File: config.mk
export PLATFORM = sky130hd
export DESIGN_NAME = power_down_mode_control
export DESIGN_NICKNAME = d
export VERILOG_FILES = /design/src/pdm_pkg.sv /design/src/power_down_mode_control.sv
export VERILOG_INCLUDE_DIRS = /design/src
export SDC_FILE = /design/constraint.sdc
export NUM_CORES = 1
export LEC_CHECK = 0
export BUFFER_PORTS_ARGS = -buffer_cell sky130_fd_sc_hd__buf_2
export CAP_MARGIN = 20
export CORE_UTILIZATION = 36
export CTS_BUF_LIST = sky130_fd_sc_hd__clkbuf_8
export CTS_CLUSTER_SIZE = 28
export DETAILED_ROUTE_END_ITERATION = 10
export GPL_ROUTABILITY_DRIVEN = 0
export PLACE_DENSITY = 0.95
export SLEW_MARGIN = 10
export SYNTH_ARGS = -nofsm -noshare
export SYNTH_HDL_FRONTEND = slang
export SYNTH_SLANG_ARGS = --single-unit
File: constraint.sdc
create_clock -name ref_clk -period 2.8 [get_ports ref_clk]
set_clock_uncertainty 0.2 [all_clocks]
set_input_delay 0.14 -clock ref_clk [delete_from_list [all_inputs] [get_ports ref_clk]]
set_output_delay 0.14 -clock ref_clk [all_outputs]
set_load 0.02 [all_outputs]
File: src/pdm_regs.svh
// Purpose: offsets, field positions, reset values and timing counts of the power-down controller
// Assumes: byte addressing on a 32-bit Avalon-MM slave
// Notes: included by the design module and the bench
`ifndef PDM_REGS_SVH
`define PDM_REGS_SVH

`define STBY_CTRL_OFFSET 28'h5FFFFBC
`define STBY_CTRL_RESET 8'h1F
`define STBY_SEL_BIT 7
`define PORT_FLOAT_BIT 6
`define STBY_RSVD_ZERO_BIT 5
`define STBY_RSVD_ONES 8'h1F
`define WDT_WAIT_DEFAULT 16'h0100

`endif

File: src/pdm_pkg.sv
// Purpose: types for the power-down mode controller
// Assumes: nothing beyond the register header
// Notes: one state enumeration only
package pdm_pkg;
  typedef enum logic [2:0] {
    ST_RUN,
    ST_SLEEP,
    ST_STANDBY,
    ST_SETTLE
  } pdm_state_t;
endpackage

File: src/power_down_mode_control.sv
// Purpose: sleep and standby control with clock gating, port hold/float and wake selection
// Assumes: 20 MHz ref_clk, synchronous active-low rst_n, Avalon-MM master with waitrequest
// Notes: clock gating is expressed as enable outputs; chip_init_pin is sampled synchronously
//
// Summary of operation
// - sleep instruction with standby select 0 enters sleep; system clock runs.
// - sleep instruction with standby select 1 enters standby; everything halts.
// - CPU stops right after sleep instruction; its registers are kept.
// - peripherals keep their clock in sleep; only the CPU stops.
// - an accepted interrupt ends sleep and starts interrupt exception processing.
// - interrupts at or below the CPU mask level do not end sleep.
// - interrupts disabled by their own peripheral do not end sleep.
// - DMA address error in sleep ends sleep and starts its exception.
// - reset pin low with NMI high leaves sleep into power-on reset.
// - rising NMI edge, when selected, raises NMI which ends sleep.
// - reset pin low with NMI low leaves sleep into manual reset.
// - falling NMI edge, when selected, raises NMI which ends sleep.
// - writing 1 to standby select is ignored while watchdog runs.
// - writing 1 to port-float select is ignored while watchdog runs.
// - port-float select: 0 holds ports in standby, 1 floats them.
// - standby control register resets to 1F, both select bits cleared.
// - bit 5 reads 0, bits 4 to 0 ignore writes and read 1.
// - standby ends only on NMI, power-on reset or manual reset.
// - NMI wake from standby clocks only watchdog until overflow, then NMI.
// - standby entry initialises some peripherals, keeps CPU, RAM and this register.
`timescale 1ns/1ps
`include "pdm_regs.svh"

module power_down_mode_control
  import pdm_pkg::*;
(
  input wire logic ref_clk,
  input wire logic rst_n,
  input wire logic [27:0] avs_address,
  input wire logic avs_read,
  input wire logic avs_write,
  input wire logic [31:0] avs_writedata,
  input wire logic [3:0] avs_byteenable,
  output logic [31:0] avs_readdata,
  output logic avs_waitrequest,
  input wire logic sleep_exec,
  input wire logic watchdog_run_enable,
  input wire logic irq_request,
  input wire logic [3:0] irq_level,
  input wire logic irq_source_enable,
  input wire logic [3:0] cpu_mask_level,
  input wire logic dma_addr_error,
  input wire logic chip_init_pin,
  input wire logic nmi_pin,
  input wire logic nmi_edge_select,
  input wire logic watchdog_overflow,
  output logic cpu_clk_en,
  output logic periph_clk_en,
  output logic watchdog_clk_en,
  output logic port_hold,
  output logic port_float,
  output logic periph_standby_init,
  output logic irq_exception_start,
  output logic dma_error_exception_start,
  output logic nmi_exception_start,
  output logic power_on_reset_req,
  output logic manual_reset_req
);

  // ********************************
  // register bus
  // ********************************
  logic stby_sel_q, stby_sel_d;
  logic port_float_sel_q, port_float_sel_d;
  logic ack_q, ack_d;
  logic [31:0] rdata_q, rdata_d;
  logic hit;
  logic [7:0] reg_view;
  logic req;
  // sized copies of the register constants
  localparam logic [27:0] STBY_ADDR = `STBY_CTRL_OFFSET;
  localparam logic [7:0] STBY_RESET = `STBY_CTRL_RESET;
  localparam logic [7:0] RSVD_ONES = `STBY_RSVD_ONES;

  assign req = avs_read | avs_write;
  // word match only: the register sits in byte lane 0
  assign hit = (avs_address[27:2] == STBY_ADDR[27:2]);
  // bit 5 reads 0, bits 4..0 read 1
  assign reg_view = {stby_sel_q, port_float_sel_q, 1'b0, RSVD_ONES[4:0]};
  // one wait state: the master is answered on the edge after it is seen
  assign avs_waitrequest = req & ~ack_q;

  // ********************************
  // register bus handshake
  // ********************************
  always_comb begin
    ack_d = req & ~ack_q;
    rdata_d = rdata_q;
    if (avs_read && !ack_q) begin
      // unmapped words read as zero
      rdata_d = 32'h0000_0000;
      if (hit) begin
        rdata_d = {24'h000000, reg_view};
      end
    end
  end

  always_ff @(posedge ref_clk) begin
    if (!rst_n) begin
      ack_q <= 1'b0;
      rdata_q <= 32'h0000_0000;
    end else begin
      ack_q <= ack_d;
      rdata_q <= rdata_d;
    end
  end

  assign avs_readdata = rdata_q;

  // ********************************
  // register fields
  // ********************************
  // a write lands on the edge at which the master sees waitrequest low
  always_comb begin
    stby_sel_d = stby_sel_q;
    port_float_sel_d = port_float_sel_q;
    if (avs_write && ack_q && hit && avs_byteenable[0]) begin
      // a 1 cannot be written while the watchdog runs
      if (!(avs_writedata[`STBY_SEL_BIT] && watchdog_run_enable)) begin
        stby_sel_d = avs_writedata[`STBY_SEL_BIT];
      end
      // same lock for port float
      if (!(avs_writedata[`PORT_FLOAT_BIT] && watchdog_run_enable)) begin
        port_float_sel_d = avs_writedata[`PORT_FLOAT_BIT];
      end
    end
  end

  always_ff @(posedge ref_clk) begin
    if (!rst_n) begin
      // reset image 1F: both selects cleared
      stby_sel_q <= STBY_RESET[`STBY_SEL_BIT];
      port_float_sel_q <= STBY_RESET[`PORT_FLOAT_BIT];
    end else begin
      stby_sel_q <= stby_sel_d;
      port_float_sel_q <= port_float_sel_d;
    end
  end

  // ********************************
  // wake qualification
  // ********************************
  logic nmi_q;
  logic nmi_edge;
  logic irq_wake;
  logic init_low;

  // nmi edge as selected
  assign nmi_edge = nmi_edge_select ? (nmi_pin & ~nmi_q) : (~nmi_pin & nmi_q);
  // accepted only above mask and enabled at source
  assign irq_wake = irq_request & irq_source_enable & (irq_level > cpu_mask_level);
  // the reset pin is active low and taken as synchronous
  assign init_low = ~chip_init_pin;

  // loaded in reset as well, so no false edge follows reset
  always_ff @(posedge ref_clk) begin
    nmi_q <= nmi_pin;
  end

  // ********************************
  // mode sequencer
  // ********************************
  pdm_state_t state_q, state_d;
  // exception and reset requests leave as one-cycle pulses
  logic irq_x_d, dma_x_d, nmi_x_d, por_d, mr_d, pinit_d;
  logic irq_x_q, dma_x_q, nmi_x_q, por_q, mr_q, pinit_q;

  always_comb begin
    state_d = state_q;
    irq_x_d = 1'b0;
    dma_x_d = 1'b0;
    nmi_x_d = 1'b0;
    por_d = 1'b0;
    mr_d = 1'b0;
    pinit_d = 1'b0;
    unique case (state_q)
      ST_RUN: begin
        // the select bit chooses the mode at the moment of the instruction
        if (sleep_exec) begin
          if (stby_sel_q) begin
            state_d = ST_STANDBY;
            pinit_d = 1'b1;
          end else begin
            state_d = ST_SLEEP;
          end
        end
      end
      ST_SLEEP: begin
        // released on the edge after detection
        // priority: reset pin, then nmi edge, then dma error, then interrupt
        if (init_low) begin
          state_d = ST_RUN;
          por_d = nmi_pin;
          mr_d = ~nmi_pin;
        end else if (nmi_edge) begin
          state_d = ST_RUN;
          nmi_x_d = 1'b1;
        end else if (dma_addr_error) begin
          state_d = ST_RUN;
          dma_x_d = 1'b1;
        end else if (irq_wake) begin
          state_d = ST_RUN;
          irq_x_d = 1'b1;
        end
      end
      ST_STANDBY: begin
        // only nmi or reset pin wake standby
        if (init_low) begin
          state_d = ST_RUN;
          por_d = nmi_pin;
          mr_d = ~nmi_pin;
        end else if (nmi_edge) begin
          state_d = ST_SETTLE;
        end
      end
      ST_SETTLE: begin
        // the reset pin still wins while the oscillator settles
        if (init_low) begin
          state_d = ST_RUN;
          por_d = nmi_pin;
          mr_d = ~nmi_pin;
        end else if (watchdog_overflow) begin
          state_d = ST_RUN;
          nmi_x_d = 1'b1;
        end
      end
      default: state_d = ST_RUN;
    endcase
  end

  always_ff @(posedge ref_clk) begin
    if (!rst_n) begin
      state_q <= ST_RUN;
      irq_x_q <= 1'b0;
      dma_x_q <= 1'b0;
      nmi_x_q <= 1'b0;
      por_q <= 1'b0;
      mr_q <= 1'b0;
      pinit_q <= 1'b0;
    end else begin
      state_q <= state_d;
      irq_x_q <= irq_x_d;
      dma_x_q <= dma_x_d;
      nmi_x_q <= nmi_x_d;
      por_q <= por_d;
      mr_q <= mr_d;
      pinit_q <= pinit_d;
    end
  end

  // ********************************
  // clock enables and ports
  // ********************************
  // gating is shown as enables; each mode opens only its own clocks
  always_comb begin
    cpu_clk_en = 1'b0;
    periph_clk_en = 1'b0;
    watchdog_clk_en = 1'b1;
    port_hold = 1'b0;
    port_float = 1'b0;
    unique case (state_q)
      ST_RUN: begin
        cpu_clk_en = 1'b1;
        periph_clk_en = 1'b1;
      end
      ST_SLEEP: begin
        // cpu halted, peripherals keep their clock
        periph_clk_en = 1'b1;
      end
      ST_STANDBY: begin
        // oscillator stopped: even the watchdog waits
        watchdog_clk_en = 1'b0;
        port_hold = !port_float_sel_q;
        port_float = port_float_sel_q;
      end
      ST_SETTLE: begin
        // only the watchdog is clocked until it overflows
        port_hold = !port_float_sel_q;
        port_float = port_float_sel_q;
      end
      default: begin
        cpu_clk_en = 1'b0;
      end
    endcase
  end

  // ********************************
  // exception and reset requests
  // ********************************
  // one-cycle pulses, registered in the sequencer
  assign periph_standby_init = pinit_q;
  assign irq_exception_start = irq_x_q;
  assign dma_error_exception_start = dma_x_q;
  assign nmi_exception_start = nmi_x_q;
  assign power_on_reset_req = por_q;
  assign manual_reset_req = mr_q;

endmodule

==> results of run 1 <==
what timing repair did:
action,CTS,global route
hold buffers,5,0
buffers inserted,0,0
endpoints found under the setup margin,0,0
hold endpoints to repair,7,0
resized for setup,0,0
cell usage after synthesis:
cell type,number
buf_4,29
dfxtp_1,15
nand2_1,11
inv_1,8
nand4_1,8
nor2_1,7
nand3_1,5
ha_1,4
a21boi_0,3
a21oi_1,3
and2_1,3
nand2b_1,3
nand4b_1,3
nor2b_1,3
o221a_2,3
a21o_1,2
nor3_1,2
o211ai_1,2
o22ai_1,2
a31oi_1,1
buf_2,1
clkbuf_1,1
conb_1,1
mux2i_1,1
nand3b_1,1
nor3b_2,1
nor4_4,1
nor4b_1,1
nor4bb_1,1
o311ai_0,1
or2_2,1
or3_1,1
or4_4,1
worst max path at each step:
stage               cells past startpoint               startpoint                             to
detailed placement                      6          avs_address[13]  port_float_sel_q$_SDFFE_PN0P_
finish                                  4  state_q[1]$_SDFFE_PN0P_        state_q[0]$_SDFFE_PN0P_
global route                            4  state_q[1]$_SDFFE_PN0P_        state_q[1]$_SDFFE_PN0P_
CTS                                     6            chip_init_pin        state_q[0]$_SDFFE_PN0P_
global placement                        6          avs_address[13]  port_float_sel_q$_SDFFE_PN0P_
floorplan                               5          avs_address[13]  port_float_sel_q$_SDFFE_PN0P_
report_power, final:
part / total [W] / leakage [nW] / switching (W) / internal (W)
clock: 0.000169 / 0.0269 / 0.0000719 / 0.0000968
combinational: 0.000146 / 0.594 / 0.0000871 / 0.0000585
sequential: 0.000229 / 0.122 / 0.00000831 / 0.000221
total: 0.000543 / 0.743 / 0.000167 / 0.000376
area by class of cell:
cell class | count | area, µm²
clock buffer | 3 | 41.3
clock inverter | 1 | 3.75
fill | 272 | 1380
inverter | 8 | 30.0
multi-input combinational | 100 | 602
sequential | 15 | 300
tap | 31 | 38.8
timing repair buffer | 73 | 390
layer usage:
layer,vias to the layer above,global-route usage,routed length (µm)
li1,542,-,-
met1,462,0.164,975
met2,53,0.239,1170
met3,8,0.0323,154
met4,0,0.0557,51
met5,-,0,0
state kept, by name, summed over array words and instances (netlist names):
register / cells
port_float_sel_q: 1
avs_readdata: 3
dma_error_exception_start: 1
power_on_reset_req: 1
periph_standby_init: 1
manual_reset_req: 1
nmi_q: 1
nmi_exception_start: 1
state_q: 2
irq_exception_start: 1
stby_sel_q: 1
ack_q: 1
cells by family after synthesis:
family          after synthesis
compound gates               17
fa+ha+maj                     4
simple gates                 53
other cells                   1
mux                           1
buf+inv                      39
flops                        15
metrics by stage:
| stage | cells | util | instance area, µm² | total power (W) |
|---|---|---|---|---|
| 2_1_floorplan | 154 | - | 1160 | 0.000344 |
| 3_3_place_gp | 222 | 0.471 | 1310 | 0.000366 |
| 3_5_place_dp | 222 | 0.471 | 1310 | 0.000370 |
| 4_1_cts | 231 | 0.506 | 1410 | 0.000543 |
| 5_1_grt | 231 | 0.506 | 1410 | 0.000567 |
| 6_report | 231 | 0.506 | 1410 | 0.000543 |
worst min-delay path: stages:
cell and delay, ns:
buf_2 0.12, mux2i_1 0.08, nor2_1 0.08
==> qor.yml, run 1 <==
status:
  status: "completed"
worst_setup_path:
  cp_num_buf_inv: 0
  worst_path_largest_cell_delay_ns: 0.83
  r2r-start: "state_q[1]$_SDFFE_PN0P_"
  cp.arrival_ns: 2.06
  r2r-end: "state_q[0]$_SDFFE_PN0P_"
  cp_top_family: "compound AO/OA/AOI/OAI gates"
  reg2reg_slack_ns: 0.67
  reg2regPathDepth: 4
  crit_path_top_delay_cell: "o311ai_0"
  path_cells: "nand2_1 -> o311ai_0 -> nor2b_1 -> nand3b_1"
  path_class: "register to register"
  critPathRequiredTime_ns: 2.73
  end_kind: "register"
  startpoint_type: "register"
  cp_max_fo: 11
logic_synthesis:
  seq_area_frac_synth: 0.281
  syn_inst: 130
  synth_top_family_by_area: "simple AND/OR/NAND/NOR gates"
  yosys.area.top_type: "dfxtp_1"
  synth_cell_types: 33
  ys_seq_elements: 15
  synth_xor_area_frac: 0
  synth_mux_area_frac: 0.00937
  synth_top_cell_area_share: 0.281
  syn-cell-area_mm2: 0.00107
  syn_area_per_cell_um2: 8.22
  synth-compound-area-share: 0.121
  synthAdderAreaFrac: 0.0468
  netlist_top_cells_area: "dfxtp_1 (28%), buf_4 (20%), ha_1 (4.7%), nand4_1 (4.7%), nand2_1 (3.9%)"
  ys_warn_count: 0
  synth-simple-area-share: 0.299
final_layout:
  num-nets-final: 290
  diodes: 0
  layout_commonest_cell: "buf_2"
  final_cell_mix: "buf_2 (68), conb_1 (25), dfxtp_1 (15)"
  syn2layout_area_growth_pct: 31.6
  layout-drive-gt1-share: 0.390
sta:
  relSlewSlack: 0.350
  setup_slack_ns: 0.672
  finalCriticalPeriod_ns: 2.13
  setup_tns_ns: 0
  finalCritPeriodShare: 0.760
  tightestPinTransition_ns: 0.962
  hold_viol: 0
  finalMaxSlewViolations: 0
  finalSetupViolations: 0
  holdWs_ns: 0.0206
  rsz0062_at_grt: "false"
  clock.fmax_mhz: 470
detailed_routing:
  drc: 0
  first_iter_violations: 36
  firstDrtPassIters: 5
  vias_per_cell: 4.61
  vias: 1065
  wl_mm: 2.35
  routedWlPerCell_um: 10.2
  drtAntennaViolNets: 0
clock_tree:
  cts.sinks: 15
  path_clk_slew_ns: 0.06
  h-tree-depth: 1
  cts-root-buf: "clkbuf_8"
  insertion_delay_ns: 0.24
  cts_buffer_depth: 2
  cts_buffers: 3
  cts_tree: "yes"
global_routing:
  antenna_found_initial: 0
  globalRoute.totalOverflow: 0
  grt_max_degree: 14
  grt_pass1_wl_mm: 3.54
  grt_pass1_vias: 868
  track_usage: 0.138
pwr:
  ir_worst_vdd_mv: 0.304
  power.leakage_nw: 0.743
  powerDensity_mw_per_mm2: 386
placed_design:
  post-dp-hpwl_mm: 1.84
  post-place-ws_ns: 0.792
  io_buffers: 68
floorplanning:
  start_util: 0.384
  dieHeight_um: 56.5
  die_area_mm2: 0.00319
  coreArea_mm2: 0.00278
  ioPinCount: 129
  die_w_um: 56.5
  num_rows: 19
hold_path:
  hold_end: "nmi_exception_start$_SDFF_PN0_"
  hold_start: "watchdog_overflow"
  hold_depth: 3
  hold_path.class: "input port to register"
flow_run:
  max-cap-violations: 0
Note: power is estimated with default switching activity, not from simulation.
==> inputs of run 2 (changes only) <==
CORE_UTILIZATION = 34   (was 36)
PLACE_DENSITY = 0.92   (was 0.95)
clock period = 2 ns   (was 2.8 ns; I/O delays follow)
==> qor.yml, run 2 (same netlist as run 1, synthesis figures left out) <==
status:
  status: "finished with violations"
  violations: "DRC"
pwr:
  p_sw_frac: 0.317
  seqPwrFrac: 0.410
  power_switching_w: 0.000249
  p_int_w: 0.000537
  ir_worst_vdd_mv: 0.207
  powerDensity_mw_per_mm2: 527
  clock_power_share: 0.316
  power.leakage_nw: 0.775
  power.share.combinational: 0.274
  total_power_w: 0.000786
clock_tree:
  cts-root-buf: "clkbuf_8"
  cts_buffer_depth: 2
  cts_tree: "yes"
  path_clk_slew_ns: 0.06
  cts.sinks: 15
  h-tree-depth: 1
  insertion_delay_ns: 0.25
  cts_buffers: 3
detailed_routing:
  firstDrtPassIters: 7
  wl_mm: 2.73
  drc: 4
  drtAntennaViolNets: 0
  vias_per_cell: 4.55
  routedWlPerCell_um: 10.9
  first_iter_violations: 30
  vias: 1134
final_layout:
  syn2layout_area_growth_pct: 39.5
  num-nets-final: 297
  layout-drive-gt1-share: 0.401
  layout_commonest_cell: "buf_2"
  largest_reg_flops: 3
  final_cell_mix: "buf_2 (68), conb_1 (25), dfxtp_1 (15)"
  diodes: 0
worst_setup_path:
  cp.arrival_ns: 1.74
  startpoint_type: "input port"
  cp_max_fo: 5
  path_class: "input port to register"
  critPathRequiredTime_ns: 1.93
  end_kind: "register"
sta:
  finalCritPeriodShare: 0.903
  setup_tns_ns: 0
  setup_slack_ns: 0.195
  finalCriticalPeriod_ns: 1.81
  clock.fmax_mhz: 554
  rsz0062_at_grt: "false"
  holdWs_ns: 0.0104
  finalMaxSlewViolations: 0
  finalSetupViolations: 0
  hold_viol: 0
floorplanning:
  die_w_um: 58.1
  ioPinCount: 129
  num_rows: 19
  start_util: 0.371
  coreArea_mm2: 0.00288
  dieHeight_um: 58.1
  die_area_mm2: 0.00337
hold_path:
  hold_path.class: "input port to register"
flow_run:
  max-cap-violations: 0
placed_design:
  post-place-ws_ns: 0.129
  post-dp-hpwl_mm: 2.05
  io_buffers: 68
global_routing:
  globalRoute.totalOverflow: 0
  grt_pass1_vias: 1056
  antenna_found_initial: 0
  grt_pass1_wl_mm: 4.46
  track_usage: 0.173
  grt_max_degree: 14
## run 2: final timing paths
| path | start | endpoint | slack [ns] | cells after the start |
|---|---|---|---|---|
| setup / recovery | nmi_pin | state_q[0]$_SDFFE_PN0P_ | 0.19 | 8 |
| hold / removal | irq_request | irq_exception_start$_SDFF_PP0_ | 0.01 | 4 |
| setup reg to reg | state_q[1]$_SDFFE_PN0P_ | state_q[0]$_SDFFE_PN0P_ | 0.34 | 6 |
| hold reg to reg | avs_readdata[6]$_SDFFE_PN0P_ | avs_readdata[6]$_SDFFE_PN0P_ | 0.26 | 2 |
## run 2: area by class of cell
cell class	instances	area [µm²]
sequential	15	300
tap	42	52.6
clock buffer	3	41.3
multi-input combinational	100	608
clock inverter	1	5.00
fill	283	1390
inverter	8	30.0
timing repair buffer	80	453
## run 2: timing repair
| action | 4_1_cts | 5_1_grt |
|---|---|---|
| hold endpoints to repair | 12 | 0 |
| gates resized for setup | 0 | 1 |
| endpoints found under the setup margin | 0 | 1 |
| buffers inserted | 0 | 0 |
| hold buffers | 9 | 0 |
## run 2: power by group through the flow
| stage | logic, W | clock network, W | registers, W |
|---|---|---|---|
| floorplan | 0.000153 | 0 | 0.000328 |
| global placement | 0.000188 | 0 | 0.000327 |
| detailed placement | 0.000195 | 0 | 0.000327 |
| CTS | 0.000211 | 0.000257 | 0.000321 |
| global route | 0.000239 | 0.000272 | 0.000323 |
| finish | 0.000215 | 0.000249 | 0.000322 |
## run 2: critical path, stage by stage
cell and delay [ns]:
dlygate4sd3_1 0.52, buf_2 0.14, nand2b_1 0.15, o22ai_2 0.19
o311ai_0 0.15, buf_4 0.18, a31oi_1 0.19, nand3b_1 0.10
## run 2: metrics by stage
| step | utilization | instance area [µm²] | std cells |
|---|---|---|---|
| final | 0.518 | 1490 | 249 |
| after global placement | 0.468 | 1350 | 236 |
| after CTS | 0.516 | 1480 | 249 |
| after floorplan | - | 1160 | 154 |
| after detailed placement | 0.468 | 1350 | 236 |
| after global routing | 0.518 | 1490 | 249 |
## run 2: layer usage
metal	wire length, µm	vias to the layer above	global-route usage
met4	90	0	0.119
li1	-	555	-
met3	167	9	0.0290
met2	1470	64	0.304
met5	0	-	0
met1	995	506	0.188
==> inputs of run 3 (changes only) <==
BUFFER_PORTS_ARGS = unset   (was -buffer_cell sky130_fd_sc_hd__buf_2)
CORE_AREA = 2 2 50 52   (was unset)
CORE_UTILIZATION = unset   (was 34)
DIE_AREA = 0 0 52 54   (was unset)
DONT_BUFFER_PORTS = 1   (was unset)
PLACE_DENSITY = 0.71   (was 0.92)
==> qor.yml, run 3 (same netlist as run 1, synthesis figures left out) <==
global_routing:
  grt_pass1_vias: 795
  track_usage: 0.154
  grt_max_degree: 12
  antenna_found_initial: 0
  globalRoute.totalOverflow: 0
  grt_pass1_wl_mm: 3.18
placed_design:
  post-place-ws_ns: 0.173
  io_buffers: 0
  post-dp-hpwl_mm: 1.69
final_layout:
  layout-drive-gt1-share: 0.107
  fillerInstances: 211
  num-nets-final: 240
  diodes: 0
  syn2layout_area_growth_pct: 16.3
  layout_commonest_cell: "conb_1"
  final_cell_mix: "conb_1 (25), dlygate4sd3_1 (20), dfxtp_1 (14)"
  largest_reg_flops: 3
worst_setup_path:
  cp.arrival_ns: 1.89
  end_kind: "register"
  startpoint_type: "input port"
  cp_max_fo: 3
  critPathRequiredTime_ns: 1.99
  path_class: "input port to register"
detailed_routing:
  wl_mm: 2.40
  firstDrtPassIters: 4
  vias_per_cell: 5.17
  drtAntennaViolNets: 0
  drc: 0
  routedWlPerCell_um: 13.3
  first_iter_violations: 15
  vias: 930
clock_tree:
  path_clk_slew_ns: 0.06
  h-tree-depth: 1
  cts-root-buf: "clkbuf_8"
  cts_buffers: 3
  cts.sinks: 15
  insertion_delay_ns: 0.24
  cts_buffer_depth: 2
  cts_tree: "yes"
pwr:
  power.leakage_nw: 0.537
  powerDensity_mw_per_mm2: 590
  ir_worst_vdd_mv: 0.394
  total_power_w: 0.000733
floorplanning:
  coreArea_mm2: 0.00232
  dieHeight_um: 54
  start_util: 0.461
  die_area_mm2: 0.00281
  num_rows: 18
  ioPinCount: 129
  die_w_um: 52
status:
  violations: "hold timing"
  status: "finished with violations"
sta:
  finalCriticalPeriod_ns: 1.91
  setup_tns_ns: 0
  clock.fmax_mhz: 524
  rsz0062_at_grt: "false"
  finalMaxSlewViolations: 0
  hold_viol: 1
  setup_slack_ns: 0.0915
  finalCritPeriodShare: 0.954
  holdWs_ns: -0.000991
  finalSetupViolations: 0
hold_path:
  hold_path.class: "input port to register"
flow_run:
  max-cap-violations: 0
[run 3: worst max-delay path, stage by stage]
cell and delay, ns:
nand4_1 0.08, or4_4 0.53, nor4_4 0.21, buf_4 0.17, nand2_1 0.05, a21boi_0 0.17, dlygate4sd3_1 0.59
[run 3: worst paths after layout]
kind	start	to	slack (ns)	cells after the start
setup / recovery	avs_address[13]	avs_readdata[4]$_SDFFE_PN0P_	0.09	7
hold / removal	irq_source_enable	state_q[0]$_SDFFE_PN0P_	-0.001	4
setup reg to reg	nmi_q$_DFF_P_	irq_exception_start$_SDFF_PP0_	0.15	5
hold reg to reg	port_float_sel_q$_SDFFE_PN0P_	avs_readdata[6]$_SDFFE_PN0P_	0.33	2
[run 3: stage by stage]
| stage | cells | utilization | cell area (µm²) |
|---|---|---|---|
| final | 180 | 0.536 | 1240 |
| after global routing | 180 | 0.536 | 1240 |
| after CTS | 180 | 0.534 | 1240 |
| after floorplan | 154 | - | 1160 |
| after global placement | 156 | 0.428 | 992 |
| after detailed placement | 156 | 0.428 | 992 |
[run 3: area by class of cell]
type	count	area, µm²	share of cell area
clock inverters	1	5.00	0.00403
inverters	8	30.0	0.0242
well taps	30	37.5	0.0302
repair buffers	23	223	0.179
flip-flops and latches	15	302	0.243
clock buffers	3	41.3	0.0332
multi-input cells	100	604	0.486
[run 3: report_power, final]
part           internal [W]  switching (W)
sequential         0.000310      0.0000169
combinational     0.0000616       0.000102
clock              0.000138       0.000105
total              0.000510       0.000224
[run 3: layer usage]
metal  routed length [µm]  part of all wire  global-route usage
met5                    0                 0                   0
met4                   26             0.011              0.0746
met3                  231             0.096              0.0250
met2                 1320              0.55               0.321
met1                  818              0.34               0.143
[run 3: what timing repair did]
| action | CTS | global route |
|---|---|---|
| hold buffers | 20 | 0 |
| buffers inserted | 0 | 0 |
| setup endpoints to repair | 0 | 4 |
| endpoints found under the hold margin | 15 | 0 |
| resized for setup | 0 | 2 |
